--- src/pkg/id_scratch_pkg.sv ---
// constants shared by the identification and scratchpad register bank
package id_scratch_pkg;

  // ---------------------------------------------------------------
  // command codes
  // ---------------------------------------------------------------
  localparam logic [7:0] CMD_PROTOCOL_FLAGS = 8'h19;
  localparam logic [7:0] CMD_BUS_REVISION   = 8'h98;
  localparam logic [7:0] CMD_TOOL_WORD_A    = 8'hB0;
  localparam logic [7:0] CMD_TOOL_WORD_B    = 8'hB1;
  localparam logic [7:0] CMD_OEM_WORD       = 8'hB2;
  localparam logic [7:0] CMD_PAGED_SCRATCH  = 8'hB3;
  localparam logic [7:0] CMD_GLOBAL_SCRATCH = 8'hB4;
  localparam logic [7:0] CMD_ECC_INFO       = 8'hB6;
  localparam logic [7:0] CMD_MAKER_RESERVED = 8'hBC;
  localparam logic [7:0] CMD_MAKER_PART     = 8'hE7;
  localparam logic [7:0] CMD_FACTORY_LOT    = 8'hE8;

  // ---------------------------------------------------------------
  // capability byte fields
  // ---------------------------------------------------------------
  localparam int         CAP_PEC_BIT       = 7;
  localparam int         CAP_SCL_LSB       = 5;
  localparam logic [1:0] CAP_SCL_400K      = 2'h1;
  localparam int         CAP_ALERT_BIT     = 4;
  localparam logic [7:0] PROTOCOL_FLAGS_RV = 8'hB0;
  localparam logic [7:0] BUS_REVISION_RV   = 8'h11;

  // ---------------------------------------------------------------
  // ecc info word and reset values
  // ---------------------------------------------------------------
  localparam int          ECC_USER_BIT  = 5;
  localparam logic [15:0] SCRATCH_RV    = 16'h0000;
  localparam logic [15:0] TOOL_WORD_RV  = 16'h0000;
  localparam logic [15:0] ECC_INFO_RV   = 16'h0000;

  // ---------------------------------------------------------------
  // fault log block readout
  // ---------------------------------------------------------------
  localparam logic [7:0] LOG_LAST_VALID = 8'hED;
  localparam logic [7:0] LOG_LAST_BYTE  = 8'hFE;
  localparam logic [7:0] LOG_FILL_BYTE  = 8'h00;

  typedef enum logic [1:0]
  {
    ST_RESET_LOAD = 2'h0,
    ST_IDLE       = 2'h1,
    ST_RELOAD     = 2'h3
  } bank_state_t;

endpackage

--- src/id_scratch_regs.sv ---
// identification, info and scratchpad register bank with fault log tail
`timescale 1ns/10ps

// Operation
// - capability read at 0x19 returns 0xB0, low nibble zero
// - capability bit 7 set: packet error checking supported
// - pec required state reported by separate configuration bit
// - capability bits 6:5 are 01b: 400kHz maximum clock
// - capability bit 4 set: alert pin and alert response supported
// - revision read at 0x98 always returns 0x11
// - 0xE7 word returns fixed unpaged maker part code
// - 0xE8 byte returns per-page factory lot code
// - ecc info refreshed after reset, reload command and bulk read
// - info bit 5 low when corrections made, others reserved zero
// - 0xB0 unpaged and 0xB1 paged read/write words
// - log bytes past 0xED read 0x00 up to 0xFE
module id_scratch_regs
  import id_scratch_pkg::*;
#(
  parameter int          PAGES          = 2,
  parameter logic [15:0] MAKER_PART_ID  = 16'h5A5A, // arbitrary value
  parameter logic [15:0] LOT_CODE_BASE  = 16'h00A0  // arbitrary value
)
(
  input  wire logic        clk,             // 20 MHz device clock
  input  wire logic        reset,           // synchronous, active high
  input  wire logic        cmd_valid,       // one-cycle command strobe
  input  wire logic        cmd_write,       // 1 write word, 0 read
  input  wire logic [7:0]  cmd_code,        // command code
  input  wire logic        cmd_page,        // selected page
  input  wire logic [15:0] cmd_wdata,       // write word
  input  wire logic        reload_req,      // reload-user-config pulse
  input  wire logic        bulk_read_done,  // eeprom bulk read pulse
  input  wire logic        ecc_corrected,   // eeprom user space corrected
  input  wire logic        pec_cfg_en,      // configuration pec enable
  input  wire logic        log_rd,          // fault log byte request
  input  wire logic [7:0]  log_index,       // byte number in block
  input  wire logic [7:0]  log_src_byte,    // byte from log storage
  output logic             rd_valid,        // read answer pulse
  output logic [15:0]      rd_data,         // read word, bytes low
  output logic             cmd_err,         // unsupported code pulse
  output logic             log_valid,       // log answer pulse
  output logic [7:0]       log_data,        // log byte
  output logic             log_err,         // index outside block
  output logic             pec_required     // pec currently mandatory
);

  // ---------------------------------------------------------------
  // state
  // ---------------------------------------------------------------
  typedef struct packed
  {
    bank_state_t          st;
    logic [15:0]          tool_a;
    logic [1:0][15:0]     tool_b;
    logic [15:0]          oem;
    logic [1:0][15:0]     paged_scratch;
    logic [15:0]          global_scratch;
    logic [1:0][15:0]     maker_rsvd;
    logic [15:0]          ecc_info;
    logic                 rd_valid;
    logic [15:0]          rd_data;
    logic                 cmd_err;
    logic                 log_valid;
    logic [7:0]           log_data;
    logic                 log_err;
    logic                 pec_required;
  } bank_t;

  bank_t state_ff;
  bank_t nxt_state;

  logic [7:0] protocol_flags;
  logic       pg;

  assign pg = cmd_page;

  // fixed byte built field by field, reserved nibble zero
  always_comb
  begin
    protocol_flags                                   = 8'h00;
    protocol_flags[CAP_PEC_BIT]                      = 1'b1;
    protocol_flags[CAP_SCL_LSB+1:CAP_SCL_LSB]        = CAP_SCL_400K;
    protocol_flags[CAP_ALERT_BIT]                    = 1'b1;
  end

  // ---------------------------------------------------------------
  // next state
  // ---------------------------------------------------------------
  always_comb
  begin
    nxt_state              = state_ff;
    nxt_state.rd_valid     = 1'b0;
    nxt_state.cmd_err      = 1'b0;
    nxt_state.log_valid    = 1'b0;
    nxt_state.log_err      = 1'b0;
    nxt_state.pec_required = pec_cfg_en;

    case (state_ff.st)
      ST_RESET_LOAD, ST_RELOAD:
      begin
        // capture ecc status once eeprom contents are settled
        nxt_state.ecc_info               = ECC_INFO_RV;
        nxt_state.ecc_info[ECC_USER_BIT] = ~ecc_corrected;
        nxt_state.st                     = ST_IDLE;
      end
      ST_IDLE:
      begin
        if (reload_req || bulk_read_done)
          nxt_state.st = ST_RELOAD;
      end
      default:
      begin
        nxt_state.st = ST_IDLE;
      end
    endcase

    if (cmd_valid && cmd_write)
    begin
      case (cmd_code)
        CMD_TOOL_WORD_A:    nxt_state.tool_a             = cmd_wdata;
        CMD_TOOL_WORD_B:    nxt_state.tool_b[pg]         = cmd_wdata;
        CMD_OEM_WORD:       nxt_state.oem                = cmd_wdata;
        CMD_PAGED_SCRATCH:  nxt_state.paged_scratch[pg]  = cmd_wdata;
        CMD_GLOBAL_SCRATCH: nxt_state.global_scratch     = cmd_wdata;
        CMD_MAKER_RESERVED: nxt_state.maker_rsvd[pg]     = cmd_wdata;
        default:            nxt_state.cmd_err            = 1'b1;
      endcase
    end
    else if (cmd_valid)
    begin
      nxt_state.rd_valid = 1'b1;
      nxt_state.rd_data  = 16'h0000;
      case (cmd_code)
        CMD_PROTOCOL_FLAGS: nxt_state.rd_data = {8'h00, protocol_flags};
        CMD_BUS_REVISION:   nxt_state.rd_data = {8'h00, BUS_REVISION_RV};
        CMD_TOOL_WORD_A:    nxt_state.rd_data = state_ff.tool_a;
        CMD_TOOL_WORD_B:    nxt_state.rd_data = state_ff.tool_b[pg];
        CMD_OEM_WORD:       nxt_state.rd_data = state_ff.oem;
        CMD_PAGED_SCRATCH:  nxt_state.rd_data = state_ff.paged_scratch[pg];
        CMD_GLOBAL_SCRATCH: nxt_state.rd_data = state_ff.global_scratch;
        CMD_ECC_INFO:       nxt_state.rd_data = state_ff.ecc_info;
        CMD_MAKER_RESERVED: nxt_state.rd_data = state_ff.maker_rsvd[pg];
        CMD_MAKER_PART:     nxt_state.rd_data = MAKER_PART_ID;
        CMD_FACTORY_LOT:    nxt_state.rd_data = {8'h00, LOT_CODE_BASE[7:0] + {7'h00, pg}};
        default:
        begin
          nxt_state.rd_valid = 1'b0;
          nxt_state.cmd_err  = 1'b1;
        end
      endcase
    end

    // host must still clock out every byte through 0xFE
    if (log_rd)
    begin
      nxt_state.log_valid = 1'b1;
      if (log_index <= LOG_LAST_VALID)
        nxt_state.log_data = log_src_byte;
      else
        nxt_state.log_data = LOG_FILL_BYTE;
      nxt_state.log_err = (log_index > LOG_LAST_BYTE);
    end
  end

  // ---------------------------------------------------------------
  // registers
  // ---------------------------------------------------------------
  always_ff @(posedge clk)
  begin
    if (reset)
    begin
      state_ff                <= '0;
      state_ff.st             <= ST_RESET_LOAD;
      state_ff.tool_a         <= TOOL_WORD_RV;
      state_ff.tool_b         <= {2{TOOL_WORD_RV}};
      state_ff.oem            <= TOOL_WORD_RV;
      state_ff.paged_scratch  <= {2{SCRATCH_RV}};
      state_ff.global_scratch <= SCRATCH_RV;
      state_ff.maker_rsvd     <= {2{TOOL_WORD_RV}};
      state_ff.ecc_info       <= ECC_INFO_RV;
    end
    else
    begin
      state_ff <= nxt_state;
    end
  end

  assign rd_valid     = state_ff.rd_valid;
  assign rd_data      = state_ff.rd_data;
  assign cmd_err      = state_ff.cmd_err;
  assign log_valid    = state_ff.log_valid;
  assign log_data     = state_ff.log_data;
  assign log_err      = state_ff.log_err;
  assign pec_required = state_ff.pec_required;
endmodule

--- config.mk ---
export PLATFORM = sky130hd
export DESIGN_NAME = id_scratch_regs
export DESIGN_NICKNAME = d
export VERILOG_FILES = /design/src/pkg/id_scratch_pkg.sv /design/src/id_scratch_regs.sv
export SDC_FILE = /design/constraint.sdc
export NUM_CORES = 1
export LEC_CHECK = 0
export ABC_AREA = 0
export BUFFER_PORTS_ARGS = -buffer_cell sky130_fd_sc_hd__buf_2
export CORE_MARGIN = 5
export CORE_UTILIZATION = 38
export DETAILED_ROUTE_END_ITERATION = 8
export HOLD_SLACK_MARGIN = 0.15
export MAX_ROUTING_LAYER = met4
export SETUP_SLACK_MARGIN = 0.02
export SYNTH_ARGS = -nofsm -noshare
export SYNTH_HDL_FRONTEND = slang
export SYNTH_SLANG_ARGS = --single-unit
--- constraint.sdc ---
create_clock -name clk -period 1.7 [get_ports clk]
set_input_delay 0.085 -clock clk [delete_from_list [all_inputs] [get_ports clk]]
set_output_delay 0.085 -clock clk [all_outputs]
set_load 0.02 [all_outputs]
==> results.json, run 1 <==
{
  "status": "complete, no violations",
  "p_switching_mw": 2.094,
  "grt_max_degree": 117,
  "die_w_um": 152.8,
  "start_util": 0.3842,
  "cts_setup_buffers": 0,
  "power_mw": 8.594,
  "rows": 52,
  "synth-main-ff-cell": "dfxtp_1",
  "fillerInstances": 1956,
  "die_y_um": 152.8,
  "ys_ff_latch": 176,
  "power.share.switching": 0.2437,
  "critPathCaptureType": "register",
  "finalCriticalPeriod_ns": 1.587,
  "vias": 7141,
  "ys_types": 62,
  "yosysTopAreaCell": "dfxtp_1",
  "fin_hold_ws_ns": 0.1907,
  "yosysWarnings": 0,
  "hold_viol_final": 0,
  "syn-num-nets": 1012,
  "power_density_nw_per_um2": 878.2,
  "finalMaxSlewViolations": 0,
  "critPathMaxFanout": 13,
  "fmax_ghz": 0.6300,
  "routedWlPerCell_um": 17.05,
  "wirelength_um": 23360,
  "dr.pass1.iters": 5,
  "seq_power_share": 0.483,
  "avgSynthCellArea_um2": 8.064,
  "dieArea_um2": 23350,
  "cts_tree": "built",
  "hp-class": "input pin to register",
  "grt_pass1_vias": 6747,
  "cp_data_arrival_time_ns": 1.97,
  "cp-start-kind": "input pin",
  "max_cap_viol_count": 0,
  "antenna_found_initial": 0,
  "drtAntennaViolNets": 0,
  "worstPathCellList": "buf_2 > buf_4 > nand2b_1 > nor3_1 > nor4_1 > a21oi_1 > nor3_1 > dlygate4sd3_1",
  "finalSetupViolations": 0,
  "cts.path.max_buffers": 2,
  "final_cell_mix": "nand2_1, dfxtp_1, a21oi_1, buf_4, buf_2",
  "clock_latency_ns": 0.44,
  "synth-async-reset-ratio": 0,
  "intPower_mw": 6.500,
  "path_clk_slew_ns": 0.07,
  "clock_sinks": 176,
  "drive_gt1_frac": 0.2082,
  "grt_remaining_overflow": 0,
  "gp_congestion": 0.8847,
  "crit_required_ns": 2.08,
  "rsz0062_at_grt": "false",
  "crit_path_top_delay_cell": "dlygate4sd3_1",
  "period_share": 0.9337,
  "netlist_instances": 961,
  "crit_path_frequent_cell": "nor3_1",
  "multi_input_area_um2": 3739,
  "p_leak_nw": 3.834,
  "synth_area_leaders": "dfxtp_1, nand2_1, a21oi_1",
  "worstRegToRegCells": 4,
  "mostFrequentLayoutCell": "nand2_1",
  "track_usage": 0.2061,
  "netlist_area_um2": 7750,
  "combPwrFrac": 0.075,
  "slowest_delay_ns": 0.57,
  "viasPerCell": 5.212,
  "skew_ns": 0.007110,
  "area_delta_synth_final_pct": 26.27,
  "cts-htree-levels": 4,
  "slew_headroom": 0.5062,
  "worst_pin_slew_ns": 0.7350,
  "numCtsBuffers": 17,
  "drc": 0,
  "nets": 1138,
  "synth_top_area_share": 0.4546,
  "pin_count": 79,
  "core_area_um2": 20170,
  "seq_area_um2": 3523,
  "n_antenna_cell": 0,
  "place_area_um2": 8762,
  "grt_pass1_wl_um": 37560,
  "finalInstanceArea_um2": 9786,
  "critPathKind": "input pin to register",
  "clock_power_share": 0.442,
  "port_buffers": 78,
  "dpl.hpwl_um": 16160,
  "hold_depth": 3,
  "utilization": 0.4852,
  "drt_iter0_drc": 734,
  "ir_worst_vdd_mv": 0.5007,
  "ctsRootBufferMaster": "clkbuf_16",
  "yosysSeqAreaShare": 0.4546,
  "synth_edf_count": 0
}
[final cells by class]
| cell class | instances | area share |
|---|---|---|
| clock inverter | 13 | 0.01304 |
| timing repair buffer | 209 | 0.1634 |
| inverter | 4 | 0.001662 |
| multi-input combinational | 679 | 0.3820 |
| tap | 270 | 0.03452 |
| sequential | 176 | 0.3601 |
| clock buffer | 19 | 0.04526 |
[state kept, by name, indices dropped and copies added (netlist names)]
name and flops:
log_err 1, log_valid 1, cmd_err 1, rd_data 16, rd_valid 1, state_ff 147
pec_required 1, log_data 8
[per-stage QoR]
step / std cells / TNS [ns] / setup WS, ns
finish: 1370 / 0 / 0.1127
global route: 1370 / 0 / 0.02407
detailed placement: 1294 / -7.502 / -0.2045
floorplan: 961 / 0 / 0.02366
global placement: 1294 / -7.350 / -0.2203
CTS: 1370 / 0 / 0.1210
[synth_stat cells (2+ instances only)]
library cell	n
or2_2	2
a211oi_1	5
or3b_1	2
buf_2	17
o21ai_1	7
or4b_4	2
nand3_1	10
buf_4	25
dfxtp_1	176
clkbuf_1	55
a21o_1	5
buf_1	4
a222oi_1	5
mux4_2	5
a21oi_1	162
mux2_2	7
a31oi_1	3
a22o_1	9
and3_1	4
nand2b_1	3
mux2i_1	53
nor2_2	2
o22ai_1	7
o211ai_1	4
a22oi_1	2
nor3_2	3
nor2_1	48
a41oi_1	2
nor2b_1	10
o21ai_0	7
nor3_1	9
inv_1	3
nand2_1	273
nand4b_1	2
[critical path: cells and delay by family]
family / cells / cell delay (ns)
AOI/OAI and AO/OA: 1 / 0.08
buffers and inverters: 3 / 1.02
and+or+nand+nor: 4 / 0.78
[power by group through the flow]
stage          logic (mW)  registers (mW)  clock network (mW)
3_3_place_gp        0.551            4.25                   0
6_report            0.642            4.15                3.80
4_1_cts             0.636            4.15                3.86
3_5_place_dp        0.551            4.25                   0
5_1_grt             0.693            4.15                4.05
2_1_floorplan       0.310            4.25                   0
[kinds of logic after synthesis]
| group | count (synthesis) | synth area share |
|---|---|---|
| xor+xnor | 1 | 0.001130 |
| simple gates | 387 | 0.2173 |
| fa+ha+maj | 1 | 0.001614 |
| flops | 176 | 0.4546 |
| buf+inv | 106 | 0.06651 |
| compound gates | 225 | 0.1656 |
| mux | 65 | 0.09316 |
[worst paths after layout]
check                     start           end  slack (ns)
setup reg to reg  state_ff[116]    rd_data[7]        0.13
hold reg to reg    state_ff[51]  state_ff[51]        0.45
setup / recovery    cmd_code[3]       cmd_err        0.11
hold / removal            reset   log_data[7]        0.19
[timing repair]
action,CTS,global route
endpoints found under the hold margin,166,0
setup endpoints to repair,0,20
resized for setup,0,5
hold buffers,44,0
[per-layer routing]
metal | GRT usage | routed length, µm | part of all wire | up-vias
li1 | - | - | - | 3485
met1 | 0.2795 | 10690 | 0.46 | 3360
met2 | 0.3111 | 10680 | 0.46 | 266
met3 | 0.04184 | 1568 | 0.067 | 30
met4 | 0.06449 | 420 | 0.018 | 0
met5 | - | 0 | 0 | -
(Power assumes the default switching activity.)
==> inputs of run 2 (changes only) <==
CORE_UTILIZATION = 53   (was 38)
PLACE_DENSITY = 0.76   (was default)
==> run 2 against run 1 <==
Die area fell by 27%. Critical path depth down 1. Sequential power hardly changed. Register-to-register slack about the same. First-iteration DRC count grew 4.6%. Routed wire length is 0.99% lower. Non-clock buffer count shrank 5. Global-route usage is 7.2 points higher. Total power rose by 6.4%. Sequential share of layout area rose by 0.29 points. Cell count shrank 6.6%.
==> results.json, run 2 (synthesized netlist as in run 1, its figures left out) <==
{
  "critPathCaptureType": "register",
  "max_cap_viol_count": 0,
  "ctsRootBufferMaster": "clkbuf_16",
  "worst_pin_slew_ns": 0.7967,
  "dpl.hpwl_um": 14920,
  "n_antenna_cell": 0,
  "final_cell_mix": "nand2_1, dfxtp_1, a21oi_1, buf_2, buf_4",
  "intPower_mw": 7.172,
  "cp-start-kind": "input pin",
  "die_y_um": 130.9,
  "nets": 1133,
  "finalMaxSlewViolations": 0,
  "path_clk_slew_ns": 0.06,
  "fillerInstances": 1147,
  "p_switching_mw": 1.971,
  "die_w_um": 130.9,
  "cp_data_arrival_time_ns": 1.95,
  "grt_max_degree": 106,
  "mostFrequentLayoutCell": "nand2_1",
  "drt_iter0_drc": 768,
  "crit_path_top_delay_cell": "or2_2",
  "gp_congestion": 0.9459,
  "start_util": 0.5373,
  "setup_ws_ns": 0.04229,
  "grt_pass1_wl_um": 36070,
  "power_mw": 9.143,
  "power.share.switching": 0.2155,
  "hp-class": "input pin to register",
  "largest_reg_flops": 147,
  "grt_remaining_overflow": 0,
  "dr.pass1.iters": 6,
  "period_share": 0.9751,
  "core_area_um2": 14420,
  "cts_tree": "built",
  "dieArea_um2": 17140,
  "critPathMaxFanout": 16,
  "worstPathBufferInverterCount": 2,
  "slew_headroom": 0.4648,
  "routedWlPerCell_um": 18.08,
  "power_density_nw_per_um2": 941.9,
  "cts.path.max_buffers": 2,
  "drive_gt1_frac": 0.1991,
  "min_from": "reset",
  "slowest_delay_ns": 0.53,
  "ir_worst_vdd_mv": 0.7124,
  "finalCriticalPeriod_ns": 1.658,
  "combPwrFrac": 0.069,
  "fmax_ghz": 0.6032,
  "worstPathCellList": "dlygate4sd3_1 > buf_2 > and2_1 > nand4_1 > or2_2 > nand2_1 > a21oi_1",
  "rows": 44,
  "cts-htree-levels": 4,
  "numCtsBuffers": 17,
  "viasPerCell": 5.724,
  "top_register": "state_ff",
  "crit_required_ns": 1.99,
  "clock_latency_ns": 0.43,
  "hold_viol_final": 0,
  "seq_power_share": 0.454,
  "drtAntennaViolNets": 0,
  "pin_count": 79,
  "critical_path.startpoint": "cmd_write",
  "antenna_found_initial": 0,
  "critPathKind": "input pin to register",
  "dpl_worst_slack_ns": -0.1527,
  "area_delta_synth_final_pct": 25.25,
  "reg2reg_from": "state_ff[114]",
  "skew_ns": 0.008033,
  "vias": 7321,
  "status": "complete, no violations",
  "rsz0062_at_grt": "true",
  "p_leak_nw": 3.838,
  "finalSetupViolations": 0,
  "track_usage": 0.2786,
  "wirelength_um": 23130,
  "grt_pass1_vias": 6858,
  "clock_sinks": 176,
  "drc": 0,
  "critical_path.top_delay_family": "simple AND/OR/NAND/NOR gates",
  "clock_power_share": 0.476,
  "port_buffers": 78
}
==> run 2: tightest hold or removal path, delay by kind of cell <==
kind / cells / cell delay, ns
compound gates: 2 / 0.10
simple gates: 1 / 0.08
buf+inv: 2 / 0.29
==> run 2: repair_timing <==
item	CTS	global route
hold buffers	44	0
buffers inserted	0	0
setup endpoints to repair	0	6
hold endpoints to repair	166	0
resized for setup	0	2
==> run 2: metrics by stage <==
stage | hold slack [ns] | utilization | instance area, µm² | instances | TNS (ns)
CTS | 0.1684 | 0.6724 | 9698 | 1279 | 0
global placement | 0.2743 | 0.5965 | 8605 | 1203 | -0.8244
finish | 0.1860 | 0.6730 | 9707 | 1279 | 0
floorplan | 0.1851 | - | 7774 | 961 | 0
detailed placement | 0.2822 | 0.5965 | 8605 | 1203 | -1.335
global route | 0.2147 | 0.6730 | 9707 | 1279 | 0
==> run 2: power groups by stage <==
stage	clock network, mW	registers [mW]	logic [mW]
4_1_cts	4.39	4.15	0.618
6_report	4.35	4.16	0.635
3_5_place_dp	0	4.25	0.534
5_1_grt	4.54	4.16	0.676
2_1_floorplan	0	4.25	0.310
3_3_place_gp	0	4.25	0.531
==> run 2: layout make-up <==
cell class | count | area (µm²) | area share
repair buffers | 204 | 1549 | 0.1596
well taps | 184 | 230.2 | 0.02372
clock buffers | 22 | 444.2 | 0.04576
inverters | 4 | 16.27 | 0.001676
clock inverters | 10 | 209.0 | 0.02153
multi-input cells | 679 | 3735 | 0.3848
flip-flops and latches | 176 | 3523 | 0.3630
==> run 2: final timing paths <==
path	end	slack, ns	depth (start not counted)
max	state_ff[108]	0.04	7
min	rd_data[0]	0.19	5
max reg2reg	rd_data[5]	0.14	4
min reg2reg	state_ff[47]	0.45	2
==> run 2: metal layers <==
metal | part of all wire | global-route usage
met3 | 0.084 | 0.05691
met5 | 0 | -
met2 | 0.47 | 0.4347
met4 | 0.023 | 0.09256
met1 | 0.42 | 0.3632
